===== src/core/pdc_pkg.sv =====
`default_nettype none
// Shared constants for the peripheral transfer engine channel.
package pdc_pkg;

    // Register offsets on the processor register port (byte addresses).
    localparam logic [15:0] PTR_BYTE3_OFS   = 16'h8C00;
    localparam logic [15:0] PTR_BYTE2_OFS   = 16'h8C02;
    localparam logic [15:0] PTR_BYTE1_OFS   = 16'h8C04;
    localparam logic [15:0] PTR_BYTE0_OFS   = 16'h8C06;
    localparam logic [15:0] CNT_BYTE3_OFS   = 16'h8C08;
    localparam logic [15:0] CNT_BYTE2_OFS   = 16'h8C0A;
    localparam logic [15:0] CNT_BYTE1_OFS   = 16'h8C0C;
    localparam logic [15:0] CNT_BYTE0_OFS   = 16'h8C0E;
    localparam logic [15:0] LEFT_HIGH_OFS   = 16'h8C10;
    localparam logic [15:0] LEFT_LOW_OFS    = 16'h8C12;
    localparam logic [15:0] CONTROL_OFS     = 16'h8C14;

    // Control register field positions.
    localparam int CTRL_DIR_BIT    = 0;
    localparam int CTRL_ENABLE_BIT = 1;
    localparam int CTRL_ZERO_BIT   = 6;
    localparam int CTRL_BUSERR_BIT = 7;

    // Reset values.
    localparam logic [31:0] WORD_RESET    = 32'h0000_0000;
    localparam logic [15:0] READ_ZERO     = 16'h0000;
    localparam logic [7:0]  BYTE_RESET    = 8'h00;

    // Channel sequencer states.
    typedef enum logic [2:0] {
        PDC_IDLE     = 3'b000,
        PDC_PORT_IN  = 3'b001,
        PDC_MEM      = 3'b010,
        PDC_PORT_OUT = 3'b011
    } pdc_state_e;

endpackage
`default_nettype wire


===== src/core/pdc_channel.sv =====
`timescale 1ns/1ps
`default_nettype none
// Overview of operation
// RL1: Bus error sets flag; control read clears.
// RL2: Count reaching zero sets flag; read clears.
// RL3: Transfers only while enable set; clear stops.
// RL4: Direction 0 port-to-memory, 1 memory-to-port.
// RL5: Pointer: four byte registers from 8C00, MSB first.
// RL6: Count: four byte registers from 8C08, MSB first.
// RL7: Byte registers use low byte; upper unused.
// RL8: Leftover data readable as high, low halves.
// RL9: Legacy disk first, serial next, disk last.
// RL10: Interrupt request is an active-low level.
// RL11: Each byte steps pointer, count; stop at zero.
// RL12: Request on either flag; drop after control read.
module pdc_channel (
    // Clock and reset.
    input  wire logic        clock,
    input  wire logic        reset_n,
    // Processor register port.
    input  wire logic        regSelect,
    input  wire logic        regWrite,
    input  wire logic [15:0] regAddress,
    input  wire logic [15:0] regWriteData,
    output logic      [15:0] regReadData,
    output logic             regReadValid,
    // Memory bus master side.
    input  wire logic        higherRequest,
    output logic             busRequest,
    input  wire logic        busGrant,
    output logic      [31:0] memAddress,
    output logic             memWrite,
    output logic      [7:0]  memWriteData,
    input  wire logic [7:0]  memReadData,
    input  wire logic        memAck,
    input  wire logic        memError,
    // Peripheral port side.
    input  wire logic        portInValid,
    input  wire logic [7:0]  portInData,
    output logic             portInTake,
    output logic             portOutValid,
    output logic      [7:0]  portOutData,
    input  wire logic        portOutReady,
    // Request line to the peripheral input pin.
    output logic             irqLine_n
);

    pdc_pkg::pdc_state_e state;

    logic        enable;
    logic        direction;
    logic        busErrorFlag;
    logic        countZeroFlag;
    logic [31:0] pointer;
    logic [31:0] count;
    logic [31:0] leftover;
    logic [3:0]  ptrLaneWrite;
    logic [3:0]  cntLaneWrite;
    logic        stepByte;
    logic        controlWrite;
    logic        controlRead;
    logic        readStrobe;
    logic        setBusError;
    logic        setCountZero;
    logic        next_busErrorFlag;
    logic        next_countZeroFlag;
    logic [15:0] next_readData;

    // Register port strobes.
    assign readStrobe   = regSelect && !regWrite;
    assign controlWrite = regSelect && regWrite && (regAddress == pdc_pkg::CONTROL_OFS);
    assign controlRead  = readStrobe && (regAddress == pdc_pkg::CONTROL_OFS);

    // Byte-lane decode for pointer and count; lane 3 sits at the lowest offset.
    // Only the low byte of a write is used; the upper byte of each register is unused.
    always_comb begin
        ptrLaneWrite = 4'h0;
        cntLaneWrite = 4'h0;
        if (regSelect && regWrite) begin
            case (regAddress)
                pdc_pkg::PTR_BYTE3_OFS: ptrLaneWrite = 4'b1000; // RL5
                pdc_pkg::PTR_BYTE2_OFS: ptrLaneWrite = 4'b0100; // RL5
                pdc_pkg::PTR_BYTE1_OFS: ptrLaneWrite = 4'b0010; // RL5
                pdc_pkg::PTR_BYTE0_OFS: ptrLaneWrite = 4'b0001; // RL5
                pdc_pkg::CNT_BYTE3_OFS: cntLaneWrite = 4'b1000; // RL6
                pdc_pkg::CNT_BYTE2_OFS: cntLaneWrite = 4'b0100; // RL6
                pdc_pkg::CNT_BYTE1_OFS: cntLaneWrite = 4'b0010; // RL6
                pdc_pkg::CNT_BYTE0_OFS: cntLaneWrite = 4'b0001; // RL6
                default: begin
                    ptrLaneWrite = 4'h0;
                    cntLaneWrite = 4'h0;
                end
            endcase
        end
    end

    // One byte moved: the memory cycle completed without error.
    // An errored cycle moves nothing, so pointer and count keep pointing at the failed byte.
    assign stepByte = (state == pdc_pkg::PDC_MEM) && busRequest && busGrant && memAck && !memError; // RL11

    // Memory pointer counts up per byte.
    pdc_byte_word #(
        .STEP_DOWN (1'b0)
    ) pointerWord (
        .clock     (clock),
        .reset_n   (reset_n),
        .laneWrite (ptrLaneWrite),
        .laneData  (regWriteData[7:0]), // RL7
        .step      (stepByte),
        .value     (pointer)
    );

    // Byte count counts down per byte.
    pdc_byte_word #(
        .STEP_DOWN (1'b1)
    ) countWord (
        .clock     (clock),
        .reset_n   (reset_n),
        .laneWrite (cntLaneWrite),
        .laneData  (regWriteData[7:0]), // RL7
        .step      (stepByte),
        .value     (count)
    );

    // Enable and direction are software controlled; a bus error also drops enable.
    // Dropping enable on an error keeps a faulted channel from retrying on its own.
    always_ff @(posedge clock or negedge reset_n) begin
        if (!reset_n) begin
            enable    <= 1'b0;
            direction <= 1'b0;
        end else if (controlWrite) begin
            enable    <= regWriteData[pdc_pkg::CTRL_ENABLE_BIT]; // RL3
            direction <= regWriteData[pdc_pkg::CTRL_DIR_BIT]; // RL4
        end else if (setBusError) begin
            enable <= 1'b0;
        end
    end

    // Flag events from the memory cycle.
    assign setBusError  = (state == pdc_pkg::PDC_MEM) && busRequest && busGrant && memError;
    assign setCountZero = stepByte && (count == 32'h0000_0001);

    // Sticky flags: a control read clears them, but a new event in that cycle wins.
    // Letting the event win means software never loses a flag it has not yet seen.
    always_comb begin
        next_busErrorFlag  = busErrorFlag;
        next_countZeroFlag = countZeroFlag;
        if (controlRead) begin
            next_busErrorFlag  = 1'b0; // RL1
            next_countZeroFlag = 1'b0; // RL2
        end
        if (setBusError) begin
            next_busErrorFlag = 1'b1; // RL1
        end
        if (setCountZero) begin
            next_countZeroFlag = 1'b1; // RL2
        end
    end

    // Flag storage and the active-low request level that follows them.
    // The level is built from the next flag values so it moves on the same edge as the flags.
    always_ff @(posedge clock or negedge reset_n) begin
        if (!reset_n) begin
            busErrorFlag  <= 1'b0;
            countZeroFlag <= 1'b0;
            irqLine_n     <= 1'b1;
        end else begin
            busErrorFlag  <= next_busErrorFlag;
            countZeroFlag <= next_countZeroFlag;
            irqLine_n     <= !(next_busErrorFlag || next_countZeroFlag); // RL10 RL12
        end
    end

    // Read data multiplexer; unused upper bytes and unmapped offsets read zero.
    // Status bits come straight from the flags; the clearing happens in the flag logic.
    always_comb begin
        next_readData = pdc_pkg::READ_ZERO;
        case (regAddress)
            pdc_pkg::PTR_BYTE3_OFS: next_readData = {8'h00, pointer[31:24]}; // RL5 RL7
            pdc_pkg::PTR_BYTE2_OFS: next_readData = {8'h00, pointer[23:16]};
            pdc_pkg::PTR_BYTE1_OFS: next_readData = {8'h00, pointer[15:8]};
            pdc_pkg::PTR_BYTE0_OFS: next_readData = {8'h00, pointer[7:0]};
            pdc_pkg::CNT_BYTE3_OFS: next_readData = {8'h00, count[31:24]}; // RL6 RL7
            pdc_pkg::CNT_BYTE2_OFS: next_readData = {8'h00, count[23:16]};
            pdc_pkg::CNT_BYTE1_OFS: next_readData = {8'h00, count[15:8]};
            pdc_pkg::CNT_BYTE0_OFS: next_readData = {8'h00, count[7:0]};
            pdc_pkg::LEFT_HIGH_OFS: next_readData = leftover[31:16]; // RL8
            pdc_pkg::LEFT_LOW_OFS:  next_readData = leftover[15:0]; // RL8
            pdc_pkg::CONTROL_OFS: begin
                next_readData[pdc_pkg::CTRL_BUSERR_BIT] = busErrorFlag;
                next_readData[pdc_pkg::CTRL_ZERO_BIT]   = countZeroFlag;
                next_readData[pdc_pkg::CTRL_ENABLE_BIT] = enable;
                next_readData[pdc_pkg::CTRL_DIR_BIT]    = direction;
            end
            default: next_readData = pdc_pkg::READ_ZERO;
        endcase
    end

    // Read answer one cycle after the strobe.
    // The data word holds between reads so a slow reader may pick it up late.
    always_ff @(posedge clock or negedge reset_n) begin
        if (!reset_n) begin
            regReadData  <= pdc_pkg::READ_ZERO;
            regReadValid <= 1'b0;
        end else begin
            regReadValid <= readStrobe;
            if (readStrobe) begin
                regReadData <= next_readData;
            end
        end
    end

    // Leftover data: bytes taken from the port shift in; a memory write empties the newest.
    // After a stop the register shows what was taken from the port but never reached memory.
    // Software can recover those bytes through the two read-only halves.
    always_ff @(posedge clock or negedge reset_n) begin
        if (!reset_n) begin
            leftover <= pdc_pkg::WORD_RESET;
        end else if (state == pdc_pkg::PDC_PORT_IN && portInValid && !portInTake && enable) begin
            leftover <= {leftover[23:0], portInData}; // RL8
        end else if (stepByte && !direction) begin
            leftover <= {leftover[31:8], pdc_pkg::BYTE_RESET}; // RL8
        end
    end

    // Channel sequencer with registered outputs toward memory and port.
    // Address and write strobe are loaded while the request is still low, so they stand
    // before the grant. A request not yet granted is withdrawn when a higher channel asks
    // or software disables; once granted the cycle always runs to its answer.
    always_ff @(posedge clock or negedge reset_n) begin
        if (!reset_n) begin
            state        <= pdc_pkg::PDC_IDLE;
            busRequest   <= 1'b0;
            memAddress   <= pdc_pkg::WORD_RESET;
            memWrite     <= 1'b0;
            memWriteData <= pdc_pkg::BYTE_RESET;
            portInTake   <= 1'b0;
            portOutValid <= 1'b0;
            portOutData  <= pdc_pkg::BYTE_RESET;
        end else begin
            portInTake <= 1'b0;
            case (state)
                pdc_pkg::PDC_IDLE: begin
                    if (enable && !controlWrite && count != 32'h0000_0000) begin // RL3 RL11
                        if (direction) begin
                            state <= pdc_pkg::PDC_MEM; // RL4
                        end else begin
                            state <= pdc_pkg::PDC_PORT_IN; // RL4
                        end
                    end
                end
                pdc_pkg::PDC_PORT_IN: begin
                    if (!enable) begin
                        state <= pdc_pkg::PDC_IDLE; // RL3
                    end else if (portInValid && !portInTake) begin
                        portInTake   <= 1'b1;
                        memWriteData <= portInData;
                        state        <= pdc_pkg::PDC_MEM;
                    end
                end
                pdc_pkg::PDC_MEM: begin
                    memAddress <= pointer;
                    memWrite   <= !direction; // RL4
                    if (!busRequest) begin
                        if (!enable) begin
                            state <= pdc_pkg::PDC_IDLE; // RL3
                        end else if (!higherRequest) begin
                            busRequest <= 1'b1; // RL9
                        end
                    end else if (busGrant && (memAck || memError)) begin
                        busRequest <= 1'b0;
                        memWrite   <= 1'b0;
                        if (memError) begin
                            state <= pdc_pkg::PDC_IDLE; // RL1
                        end else if (direction) begin
                            portOutData  <= memReadData;
                            portOutValid <= 1'b1;
                            state        <= pdc_pkg::PDC_PORT_OUT;
                        end else begin
                            state <= pdc_pkg::PDC_IDLE; // RL11
                        end
                    end else if (!busGrant && (!enable || higherRequest)) begin
                        busRequest <= 1'b0; // RL3 RL9
                    end
                end
                pdc_pkg::PDC_PORT_OUT: begin
                    if (portOutReady) begin
                        portOutValid <= 1'b0;
                        state        <= pdc_pkg::PDC_IDLE;
                    end
                end
                default: begin
                    state        <= pdc_pkg::PDC_IDLE;
                    busRequest   <= 1'b0;
                    portOutValid <= 1'b0;
                end
            endcase
        end
    end

endmodule // pdc_channel
`default_nettype wire


===== src/core/pdc_byte_word.sv =====
`timescale 1ns/1ps
`default_nettype none
// A 32-bit word that software loads one byte lane at a time and that
// hardware steps by one, up or down.
module pdc_byte_word #(
    parameter bit STEP_DOWN = 1'b0
) (
    // Clock and reset.
    input  wire logic        clock,
    input  wire logic        reset_n,
    // Software byte-lane load.
    input  wire logic [3:0]  laneWrite,
    input  wire logic [7:0]  laneData,
    // Hardware step.
    input  wire logic        step,
    // Current value.
    output logic      [31:0] value
);

    // Byte lanes load from software; otherwise a step moves the word by one.
    always_ff @(posedge clock or negedge reset_n) begin
        if (!reset_n) begin
            value <= pdc_pkg::WORD_RESET;
        end else if (laneWrite != 4'h0) begin
            for (int i = 0; i < 4; i++) begin
                if (laneWrite[i]) begin
                    value[i*8 +: 8] <= laneData;
                end
            end
        end else if (step) begin
            value <= STEP_DOWN ? value - 32'h0000_0001 : value + 32'h0000_0001;
        end
    end

endmodule // pdc_byte_word
`default_nettype wire


===== config.mk =====
export PLATFORM = sky130hd
export DESIGN_NAME = pdc_channel
export DESIGN_NICKNAME = d
export VERILOG_FILES = /design/src/core/pdc_pkg.sv /design/src/core/pdc_channel.sv /design/src/core/pdc_byte_word.sv
export SDC_FILE = /design/constraint.sdc
export NUM_CORES = 1
export LEC_CHECK = 0
export BUFFER_PORTS_ARGS = -buffer_cell sky130_fd_sc_hd__buf_2
export CORE_MARGIN = 2
export CORE_UTILIZATION = 53
export DETAILED_ROUTE_END_ITERATION = 12
export PLACE_DENSITY_LB_ADDON = 0.05
export SLEW_MARGIN = 10
export SYNTH_ARGS = -nofsm -noshare
export SYNTH_HDL_FRONTEND = slang
export SYNTH_SLANG_ARGS = --single-unit

===== constraint.sdc =====
create_clock -name clock -period 2.8 [get_ports clock]
set_clock_uncertainty 0.05 [all_clocks]
set_input_delay 0.28 -clock clock [delete_from_list [all_inputs] [get_ports clock]]
set_output_delay 0.28 -clock clock [all_outputs]
set_load 0.03 [all_outputs]

== Yosys cells after proc, flatten, opt, wreduce, memory -nomap -nowiden ==
Index checks and enable logic that the tools add are counted.

* Logic and storage cells: 169
* Output and inout bits: 70
* Input bits: 58
* Bits in registers: 173

* Eq/ne operators: 32
* $add $sub $neg: 2
* Muxes and demuxes: 56
* Bitwise operators: 2
* Reductions and logical operators: 52

{| class="wikitable"
|+ Operators with widths
! cell !! number
|-
| 16-bit equality test (second input constant) || 11
|-
| 32-bit 2-to-1 mux || 5
|-
| 8-bit 2-to-1 mux || 9
|-
| 2-bit one-hot mux with 11 select lines || 2
|-
| 4-bit one-hot mux with 10 select lines || 1
|-
| 32-bit by 1-bit adder with 32-bit output (second input constant) || 1
|-
| 32-bit by 1-bit equality test with 1-bit output (second input constant) || 1
|-
| 4-bit one-hot mux with 4 select lines || 2
|-
| 32-bit nonzero test || 1
|-
| 32-bit by 1-bit subtractor with 32-bit output (second input constant) || 1
|-
| 1-bit 2-to-1 mux || 21
|-
| 3-bit 2-to-1 mux || 7
|-
| 1-bit logical AND || 19
|-
| 2-bit by 1-bit != test with 1-bit output (second input constant) || 9
|-
| 8-bit one-hot mux with 2 select lines || 1
|-
| 2-bit AND reduction || 8
|-
| 3-bit one-hot mux with 4 select lines || 1
|-
| 2-bit != test (second input constant) || 5
|-
| 5-bit AND reduction || 2
|-
| 1-bit logical NOT || 8
|-
| 4-bit 2-to-1 mux || 2
|-
| 2-bit nonzero test || 4
|-
| 4-bit nonzero test || 2
|-
| 3-bit by 2-bit equality test with 1-bit output (second input constant) || 2
|-
| 13 further kinds || 19
|}

== Depth between registers and ports, before layout ==
Gate-level depths: netlist of run 1.

* Depth in word-level cells: 9
* Gate-level depth with buffers: 10
* Depth with buffers taken out: 8

== By module ==
From an unflattened synthesis of run 1, not the netlist that was laid out.

* Cell total of the unflattened synthesis: 970
* Area total of the unflattened synthesis: 9,711.8 sq um

{| class="wikitable"
|+ By module, submodules not included
! module !! area each (sq um) !! cells each !! seq. area each (sq um) !! times used
|-
| pdc_channel || 5,300.1 || 441 || 2,703.8 || 1
|-
| pdc_byte_word at pointerWord || 2,240.9 || 263 || 800.8 || 1
|-
| pdc_byte_word at countWord || 2,170.8 || 266 || 800.8 || 1
|}

== Worst setup path after synthesis of run 1 ==
Ideal clock, no wire load.

* Kind: reg-to-reg
* Start point: register countWord.value[25]
* End point: register state[0]
* Cell stages (with the launch flop): 7
* Slack: 0.128 ns
* Period minus slack after synthesis: 2.672 ns
* Buffers on the path: 0
* Library setup time: 0.124 ns
* Arrival: 2.498 ns
* Data required time: 2.626 ns
* Path through: dfrtp_1 -> or3_4 -> or4_4 -> or3_4 -> or4_4 -> and3_1 -> a211o_1

* Word-level cells in the longest chain between the ends: 4

{| class="wikitable"
|+ Ends and longest elaborated chain
! item !! line !! text
|-
| start: declaration || pdc_byte_word.sv:17 || <nowiki>output logic [31:0] value</nowiki>
|-
| start signal: assignment || pdc_byte_word.sv:23 || <nowiki>value <= pdc_pkg::WORD_RESET;</nowiki>
|-
| start signal: indexed assignment || pdc_byte_word.sv:27 || <nowiki>value[i*8 +: 8] <= laneData;</nowiki>
|-
| start signal: assignment || pdc_byte_word.sv:31 || <nowiki>value <= STEP_DOWN ? value - 32'h0000_0001 : value + 32'h0000_0001;</nowiki>
|-
| 32-bit nonzero test || pdc_channel.sv:244 || <nowiki>if (enable && !controlWrite && count != 32'h0000_0000) begin</nowiki>
|-
| 1-bit logical AND || pdc_channel.sv:244 ||
|-
| 2-bit != test (no line) || - ||
|-
| 5-bit AND reduction (no line) || - ||
|-
| end signal: assignment || pdc_channel.sv:246 || <nowiki>state <= pdc_pkg::PDC_MEM;</nowiki>
|-
| end signal: assignment || pdc_channel.sv:248 || <nowiki>state <= pdc_pkg::PDC_PORT_IN;</nowiki>
|-
| end signal: assignment || pdc_channel.sv:254 || <nowiki>state <= pdc_pkg::PDC_IDLE;</nowiki>
|-
| end: declaration || pdc_channel.sv:48 || <nowiki>pdc_pkg::pdc_state_e state;</nowiki>
|}

No other way between the ends.
A chain may end at the register's enable or synchronous reset.

== Final worst setup path of run 1 ==
Same ends and word-level chain as after synthesis.

==> results.yml, run 1 <==
run_status:
  status: "finished, final reports clean"
worst_setup_path:
  crit_path_start_kind: "flop"
  crit_type: "reg -> reg"
  path_max_fanout: 5
  end_kind: "flop"
  worstPathRequired_ps: 3080
  crit_arrival_ps: 2940
logic_synthesis:
  async_reset_ff_share_pct: 100
  synthTopCellsByCount: "nand2_1, dfrtp_1, a21oi_1, clkbuf_1, nor2_1"
  synthTopCellsByArea: "dfrtp_1, nand2_1, a21oi_1"
  yosysTopAreaCell: "dfrtp_1"
  synth-edff-count: 0
  synth_cell_types: 74
  synth_fa_ha_area_share_pct: 0.402
  yosysSeqAreaShare_pct: 46.1
  synth-simple-area-share_pct: 22.4
  yosysMostFrequentCell: "nand2_1"
  synth_flop_cell: "dfrtp_1"
  synth_top_family_by_area: "simple AND/OR/NAND/NOR gates"
  syn_inst: 1043
  ys_seq_elements: 172
  synth_compound_area_share_pct: 20.7
  avgSynthCellArea_sq_um: 8.96
  syn_nets: 1104
  synth_top_area_share_pct: 45.8
  yosys_warnings: 0
  synthXorXnorAreaFrac_pct: 0.0937
  syn-cell-area_sq_um: 9350
  synthMuxAreaShare_pct: 6.31
power:
  power.leakage_nw: 5.46
  combPwrFrac_pct: 5.8
  power.switching_mw: 1.35
  pwr-share-seq_pct: 48.9
  switching_share_pct: 26.1
  powerDensity_nw_per_um2: 463
  pwr-share-clk_pct: 45.3
  p_int_mw: 3.80
  ir_drop_uv: 418
clocking:
  clkLatencyLatePin_ps: 440
  cts_root_buffer: "clkbuf_16"
  clk_pin_slew_worst_paths_ps: 80
  numCtsBuffers: 17
  post_cts_buffers: 0
  htree_levels: 4
  cts_tree: "done"
  clock-sinks: 172
  clockBufferDepth: 2
timing:
  tns_ps: 0
  min_period_over_period_pct: 94.9
  finalHoldViolations: 0
  worstMarginPinSlew_ps: 1010
  timing.final.crit_period_ps: 2660
  timing.fmax_mhz: 377
  slew_headroom_pct: 32.0
  setup_viol_count_final: 0
  report.final.slew_viol_count: 0
  rsz0062_at_grt: "no"
finish:
  stdcell_count: 1424
  nNetsFinal: 1246
  post_route_cells_drive_above_1_share_pct: 25.5
  area_growth_syn_to_layout_pct: 19.1
die:
  initial_core_util_pct: 54.0
  fp-row-count: 48
  die_x_um: 137
  die_area_sq_um: 18700
  die_h_um: 137
  ioPinCount: 128
  core_area_sq_um: 17300
drt:
  drtAntennaViolNets: 0
  drt-total-wl_mm: 29.2
  vias_per_cell: 6.27
  drc: 0
  vias: 8925
  wl_per_cell_um: 20.5
  drt-pass1-iter-count: 5
  drtIter0Drc: 720
grt:
  grt_usage_pct: 31.9
  antenna_found_initial: 1
  grt_pass1_wl_mm: 45.3
  grt_max_degree: 65
  overflow: 0
  grt_pass1_vias: 8220
placement:
  gp_congestion: 0.968
  dp.cells: 1388
  port_buffers: 119
  dpl.hpwl_mm: 21.4
run:
  maxCapViolCount: 0
worst_hold_path:
  hold_class: "in -> reg"
final timing paths:
check,startpoint,end,cells after the start,slack (ps)
setup / recovery,countWord.value[25],state[0],6,140
hold / removal,portInData[7],leftover[7],2,10
setup reg to reg,countWord.value[25],state[0],6,140
hold reg to reg,memAddress[25],memAddress[25],2,420
max in group asynchronous,reset_n,countWord.value[14],3,1610
min in group asynchronous,reset_n,memAddress[2],2,340
metal layers:
layer	share of wire, %	track usage [%]
met1	43	43.9
met2	46	49.5
met3	8.0	5.93
met4	3.3	13.6
met5	0	0
power by group through the flow:
stage	logic, mW	clock network, mW	registers [mW]
after detailed placement	0.294	0	2.56
after floorplan	0.0773	0	2.61
after global routing	0.323	2.46	2.52
after global placement	0.291	0	2.56
final	0.300	2.33	2.52
after CTS	0.299	2.35	2.52
placed cells by master, fill, tap and decap left out, types with 16 or more instances in the layout:
cell       Yosys  final
a21oi_1      110    110
buf_2          3    118
buf_4          0     75
clkbuf_16      0     17
dfrtp_1      171    171
inv_1         18     18
mux2_2        47     47
nand2_1      173    173
nand3_1       48     48
nand4_1       18     18
nor2_1        61     61
nor3_1        16     16
o21ai_0       57     57
stage by stage:
stage	area (sq um)	setup WS [ps]	util, %	hold WS [ps]	total power [mW]
floorplan	9350	128	-	-65.6	2.68
detailed placement	10500	60.5	60.7	263	2.86
finish	11100	144	64.3	14.4	5.15
CTS	11100	51.5	64.3	9.32	5.17
global route	11100	72.7	64.3	15.0	5.30
global placement	10500	86.8	60.7	258	2.85
timing repair:
item | 4_1_cts | 5_1_grt
hold buffers | 3 | 0
setup endpoints to repair | 0 | 2
gates resized for setup | 0 | 2
endpoints found under the hold margin | 59 | 0
cells by family (layout without fill, tap and decap cells):
logic type,after synthesis,count (layout)
buf+inv,93,248
fa+ha+maj,3,3
other cells,0,1
mux,53,53
xor+xnor,1,1
simple gates,420,420
compound gates,301,301
flops,172,172
flip-flops by register name, indices dropped and copies added (netlist names):
register / cells
busErrorFlag: 1
pointerWord.value: 32
regReadValid: 1
regReadData: 16
countZeroFlag: 1
portOutValid: 1
state: 2
countWord.value: 32
leftover: 32
portOutData: 8
memWrite: 1
portInTake: 1
memWriteData: 8
enable: 1
memAddress: 32
direction: 1
busRequest: 1
irqLine_n: 1
layout make-up:
cell class | count | area (sq um)
antenna | 1 | 2.50
inverter | 18 | 67.6
clock inverter | 14 | 141
timing repair buffer | 198 | 1210
tap | 225 | 282
fill | 1485 | 6170
clock buffer | 18 | 439
multi-input combinational | 778 | 4680
sequential | 172 | 4310
critical path, cell delays in order (launching register included):
cell	delay [ps]
dfrtp_1	380
or3_4	410
or4_4	430
or3_4	360
or4_4	470
and3_1	200
a211o_1	260
(Power assumes the default switching activity.)
==> run 2: changes to the inputs <==
- CORE_MARGIN: 2 -> not set
==> run 2 against run 1 <==
  * Via count barely moved
  * Worst setup slack worse by 86 ps
  * Critical path depth stayed put
  * Clock power barely moved
  * Fmax decreased by 3.1%
  * Routed wire length shrank 3.6%
  * Power is 0.58% lower
  * Hold slack got worse by 0.99 ps
  * Die area is 2.9% lower
==> results.yml, run 2 (synthesis results as in run 1) <==
worst_setup_path:
  crit_buf_inv: 0
  crit_arrival_ps: 3020
  crit_path_start_kind: "flop"
  ff2ff_path_depth: 6
  startpoint: "countWord.value[25]"
  critPathMaxStageDelay_ps: 570
  crit_chain: "or3_4, or4_4, or3_4, or4_4, and3_1, a211o_1"
  worstPathRequired_ps: 3080
  rrSetupSlack_ps: 60
  r2r_start: "countWord.value[25]"
  slowest_stage: "or4_4"
  crit_family: "simple AND/OR/NAND/NOR gates"
  end_kind: "flop"
  path_max_fanout: 5
  rr_endpoint: "state[0]"
  crit_type: "reg -> reg"
power:
  pwr-share-seq_pct: 49.1
  pwr-share-clk_pct: 45.2
  power.switching_mw: 1.34
  ir_drop_uv: 410
  powerDensity_nw_per_um2: 461
  power.leakage_nw: 5.44
  switching_share_pct: 26.2
  p_int_mw: 3.78
  combPwrFrac_pct: 5.7
grt:
  use_met3_pct: 4.95
  antenna_found_initial: 0
  use_met2_pct: 47.7
  grt_usage_pct: 32.2
  grt_max_degree: 60
  grt_busiest_layer: "met2"
  grt_use_met1_pct: 46.7
  overflow: 0
  grt_pass1_vias: 8088
  grt_pass1_wl_mm: 44.7
finish:
  final_cell_mix: "nand2_1, dfrtp_1, buf_2, a21oi_1, buf_4"
  area_growth_syn_to_layout_pct: 18.9
  design_area_sq_um: 11100
  nNetsFinal: 1243
  mostFrequentLayoutCell: "nand2_1"
  fillCellCount: 1477
  post_route_cells_drive_above_1_share_pct: 25.2
  antenna_cells: 0
timing:
  report.final.slew_viol_count: 0
  tns_ps: 0
  worstMarginPinSlew_ps: 1060
  min_period_over_period_pct: 97.9
  timing.fmax_mhz: 365
  finalHoldViolations: 0
  rsz0062_at_grt: "no"
  timing.final.ws_setup_ps: 57.9
  slew_headroom_pct: 28.7
  timing.final.crit_period_ps: 2740
  setup_viol_count_final: 0
  finalHoldWorstSlack_ps: 13.4
drt:
  drt-total-wl_mm: 28.2
  vias_per_cell: 6.29
  drtAntennaViolNets: 0
  drc: 0
  drt-pass1-iter-count: 5
  vias: 8931
  wl_per_cell_um: 19.8
  drtIter0Drc: 905
clocking:
  clkLatencyLatePin_ps: 440
  cts_resized: 0
  cts_root_buffer: "clkbuf_16"
  clk_pin_slew_worst_paths_ps: 80
  clock-sinks: 172
  htree_levels: 4
  cts_tree: "done"
  numCtsBuffers: 17
  clockBufferDepth: 2
die:
  initial_core_util_pct: 54.2
  core_area_sq_um: 17200
  die_x_um: 135
  fp-row-count: 48
  ioPinCount: 128
  die_h_um: 135
  die_area_sq_um: 18200
placement:
  gp_congestion: 0.989
  dpl.hpwl_mm: 20.7
  dp_slack_ps: 72.6
  port_buffers: 119
  placed_area_sq_um: 10500
worst_hold_path:
  hold_class: "in -> reg"
  min_to: "portOutData[2]"
  hold_depth: 2
  min-delay-start: "memReadData[2]"
run_status:
  status: "finished, final reports clean"
run:
  maxCapViolCount: 0
run 2: changes by cell type in the layout (fill, tap and decap cells not counted), sizes merged:
cell / before / now
buf: 195 / 192
clkbuf: 18 / 17
clkinv: 4 / 8
diode: 1 / 0
inv: 27 / 24
run 2: metal layers:
metal	vias to the layer above	wire length [um]
met5	-	0
met3	75	2280
met2	431	12600
met1	4287	12400
met4	0	958
li1	4138	-
run 2: power groups by stage:
stage / clock [mW] / combinational [mW] / sequential [mW]
detailed placement: 0 / 0.289 / 2.56
global route: 2.45 / 0.316 / 2.52
finish: 2.31 / 0.291 / 2.52
global placement: 0 / 0.285 / 2.56
CTS: 2.35 / 0.292 / 2.52
floorplan: 0 / 0.0773 / 2.61
run 2: layout make-up:
class,instances,area (sq um),area share [%]
multi-input cells,778,4660,42.0
flip-flops and latches,172,4310,38.7
repair buffers,195,1220,11.0
clock buffers,17,425,3.83
well taps,225,282,2.53
clock inverters,15,151,1.36
inverters,18,67.6,0.608
run 2: worst max path at each step:
stage          endpoint  slack [ps]  depth (start not counted)
4_1_cts        state[0]          60                          6
6_report       state[0]          60                          6
2_1_floorplan  state[0]         130                          6
5_1_grt        state[1]          10                          6
3_3_place_gp   state[0]          80                          6
3_5_place_dp   state[0]          70                          6
run 2: stage by stage:
| stage | instances | total power, mW | util (%) |
|---|---|---|---|
| after detailed placement | 1385 | 2.85 | 61.0 |
| after CTS | 1420 | 5.15 | 64.5 |
| after global placement | 1385 | 2.85 | 61.0 |
| final | 1420 | 5.12 | 64.5 |
| after floorplan | 1043 | 2.68 | - |
| after global routing | 1420 | 5.28 | 64.5 |
run 2: what timing repair did:
item                                   CTS  global route
buffers inserted                         0             0
endpoints found under the hold margin   59             0
hold buffers                             3             0
run 2: worst register-to-register path, delay by kind of cell, from the launching register on:
family | cells | cell delay, ps
DFF | 1 | 370
AOI/OAI and AO/OA | 1 | 260
and+or+nand+nor | 5 | 1970
==> run 3: changes to the inputs <==
- PLACE_DENSITY: not set -> 0.77
- PLACE_DENSITY_LB_ADDON: 0.05 -> not set
==> run 3 against run 2 <==
  * Worst setup slack worse by 7.0 ps
  * Power up 0.32%
  * First-iteration DRC count grew 11%
  * Clock-buffer cell count rose by 1
  * Final area shrank 0.59%
  * Routed wire length rose by 2.2%
  * Critical endpoint is now state[1]
  * Largest cell class unchanged
  * Highest routed layer unchanged
==> results.yml, run 3 (synthesis results as in run 1) <==
run_status:
  status: "finished, final reports clean"
worst_hold_path:
  min-delay-start: "memReadData[4]"
  hold_class: "in -> reg"
worst_setup_path:
  end_kind: "flop"
  crit_path_start_kind: "flop"
  startpoint: "countWord.value[25]"
  r2r_start: "countWord.value[25]"
  crit_arrival_ps: 3010
  crit_type: "reg -> reg"
  path_max_fanout: 5
  worstPathRequired_ps: 3060
placement:
  placed_area_sq_um: 10400
  gp_congestion: 0.977
  port_buffers: 119
  dpl.hpwl_mm: 20.6
timing:
  setup_viol_count_final: 0
  slew_headroom_pct: 52.3
  report.final.slew_viol_count: 0
  timing.final.crit_period_ps: 2750
  min_period_over_period_pct: 98.2
  worstMarginPinSlew_ps: 715
  tns_ps: 0
  finalHoldViolations: 0
  finalHoldWorstSlack_ps: 19.5
  rsz0062_at_grt: "no"
  timing.fmax_mhz: 364
die:
  fp-row-count: 48
  initial_core_util_pct: 54.2
  ioPinCount: 128
  die_area_sq_um: 18200
  core_area_sq_um: 17200
  die_h_um: 135
  die_x_um: 135
clocking:
  clk_pin_slew_worst_paths_ps: 80
  numCtsBuffers: 17
  clkLatencyLatePin_ps: 440
  htree_levels: 4
  post_cts_buffers: 0
  clock-sinks: 172
  cts_root_buffer: "clkbuf_16"
  clockBufferDepth: 2
  cts_tree: "done"
drt:
  drc: 0
  drt-total-wl_mm: 28.8
  vias_per_cell: 6.42
  drt-pass1-iter-count: 8
  wl_per_cell_um: 20.4
  drtAntennaViolNets: 0
  vias: 9062
  drtIter0Drc: 1003
finish:
  design_area_sq_um: 11000
  fillCellCount: 1414
  area_growth_syn_to_layout_pct: 18.2
  post_route_cells_drive_above_1_share_pct: 24.7
  mostFrequentLayoutCell: "nand2_1"
  final_cell_mix: "nand2_1, dfrtp_1, buf_2, a21oi_1"
  fin_util_pct: 64.1
  nNetsFinal: 1233
run:
  maxCapViolCount: 0
grt:
  grt_max_degree: 75
  overflow: 0
  grt_usage_pct: 32.8
  grt_pass1_vias: 8455
  grt_pass1_wl_mm: 45.8
  antenna_found_initial: 0
power:
  ir_drop_uv: 480
  pwr-share-seq_pct: 49.0
  combPwrFrac_pct: 5.8
  switching_share_pct: 25.9
  power.switching_mw: 1.33
  p_int_mw: 3.80
  pwr-share-clk_pct: 45.2
  powerDensity_nw_per_um2: 465
  power.total_mw: 5.14
  power.leakage_nw: 5.39
## run 3: cell types whose count changed in the layout (fill, tap and decap cells not counted), sizes merged
cell and change:
buf -10, clkbuf +1, clkinv -2, clkinvlp +1
diode +1
## run 3: area by class of cell
type | instances | area [sq um] | share of cell area [%]
Clock inverter | 14 | 148 | 1.34
Multi-Input combinational cell | 778 | 4670 | 42.3
Tap cell | 225 | 282 | 2.55
Inverter | 18 | 67.6 | 0.612
Timing Repair Buffer | 185 | 1130 | 10.2
Antenna cell | 1 | 2.50 | 0.0227
Sequential cell | 172 | 4310 | 39.0
Clock buffer | 18 | 439 | 3.98
## run 3: power groups by stage
stage	logic [mW]	clock network, mW	registers, mW
after global routing	0.319	2.44	2.52
after detailed placement	0.290	0	2.56
after global placement	0.286	0	2.56
after floorplan	0.0773	0	2.61
final	0.296	2.32	2.52
after CTS	0.294	2.35	2.52
## run 3: layer usage
layer  GRT usage [%]  wire [um]  vias to the layer above
met5               0          0                        -
met4            15.4       1100                        0
met3            6.91       2660                       91
met2            49.5      13100                      497
met1            45.3      11900                     4345
li1                -          -                     4129
## run 3: final timing paths
| path | cells past startpoint | slack (ps) | to |
|---|---|---|---|
| max | 6 | 50 | state[1] |
| min | 2 | 20 | portOutData[4] |
| max reg2reg | 6 | 50 | state[1] |
| min reg2reg | 2 | 420 | memAddress[3] |
| max in group asynchronous | 3 | 1530 | irqLine_n |
| min in group asynchronous | 2 | 390 | portOutData[3] |
## run 3: timing repair
action | 4_1_cts | 5_1_grt
hold buffers | 3 | 0
hold endpoints to repair | 74 | 0
gates resized for setup | 0 | 2
endpoints found under the setup margin | 0 | 4
## run 3: through the flow
step | setup slack [ps] | std cells
2_1_floorplan | 128 | 1043
3_3_place_gp | 91.3 | 1375
3_5_place_dp | 87.2 | 1375
4_1_cts | 28.6 | 1410
5_1_grt | 14.5 | 1410
6_report | 51.0 | 1411
## run 3: worst max-delay path: stages (launching register included)
cell and delay, ps:
dfrtp_1 380, or3_4 390, or4_4 460, or3_4 360, or4_4 530, a311o_1 340
o31a_1 110
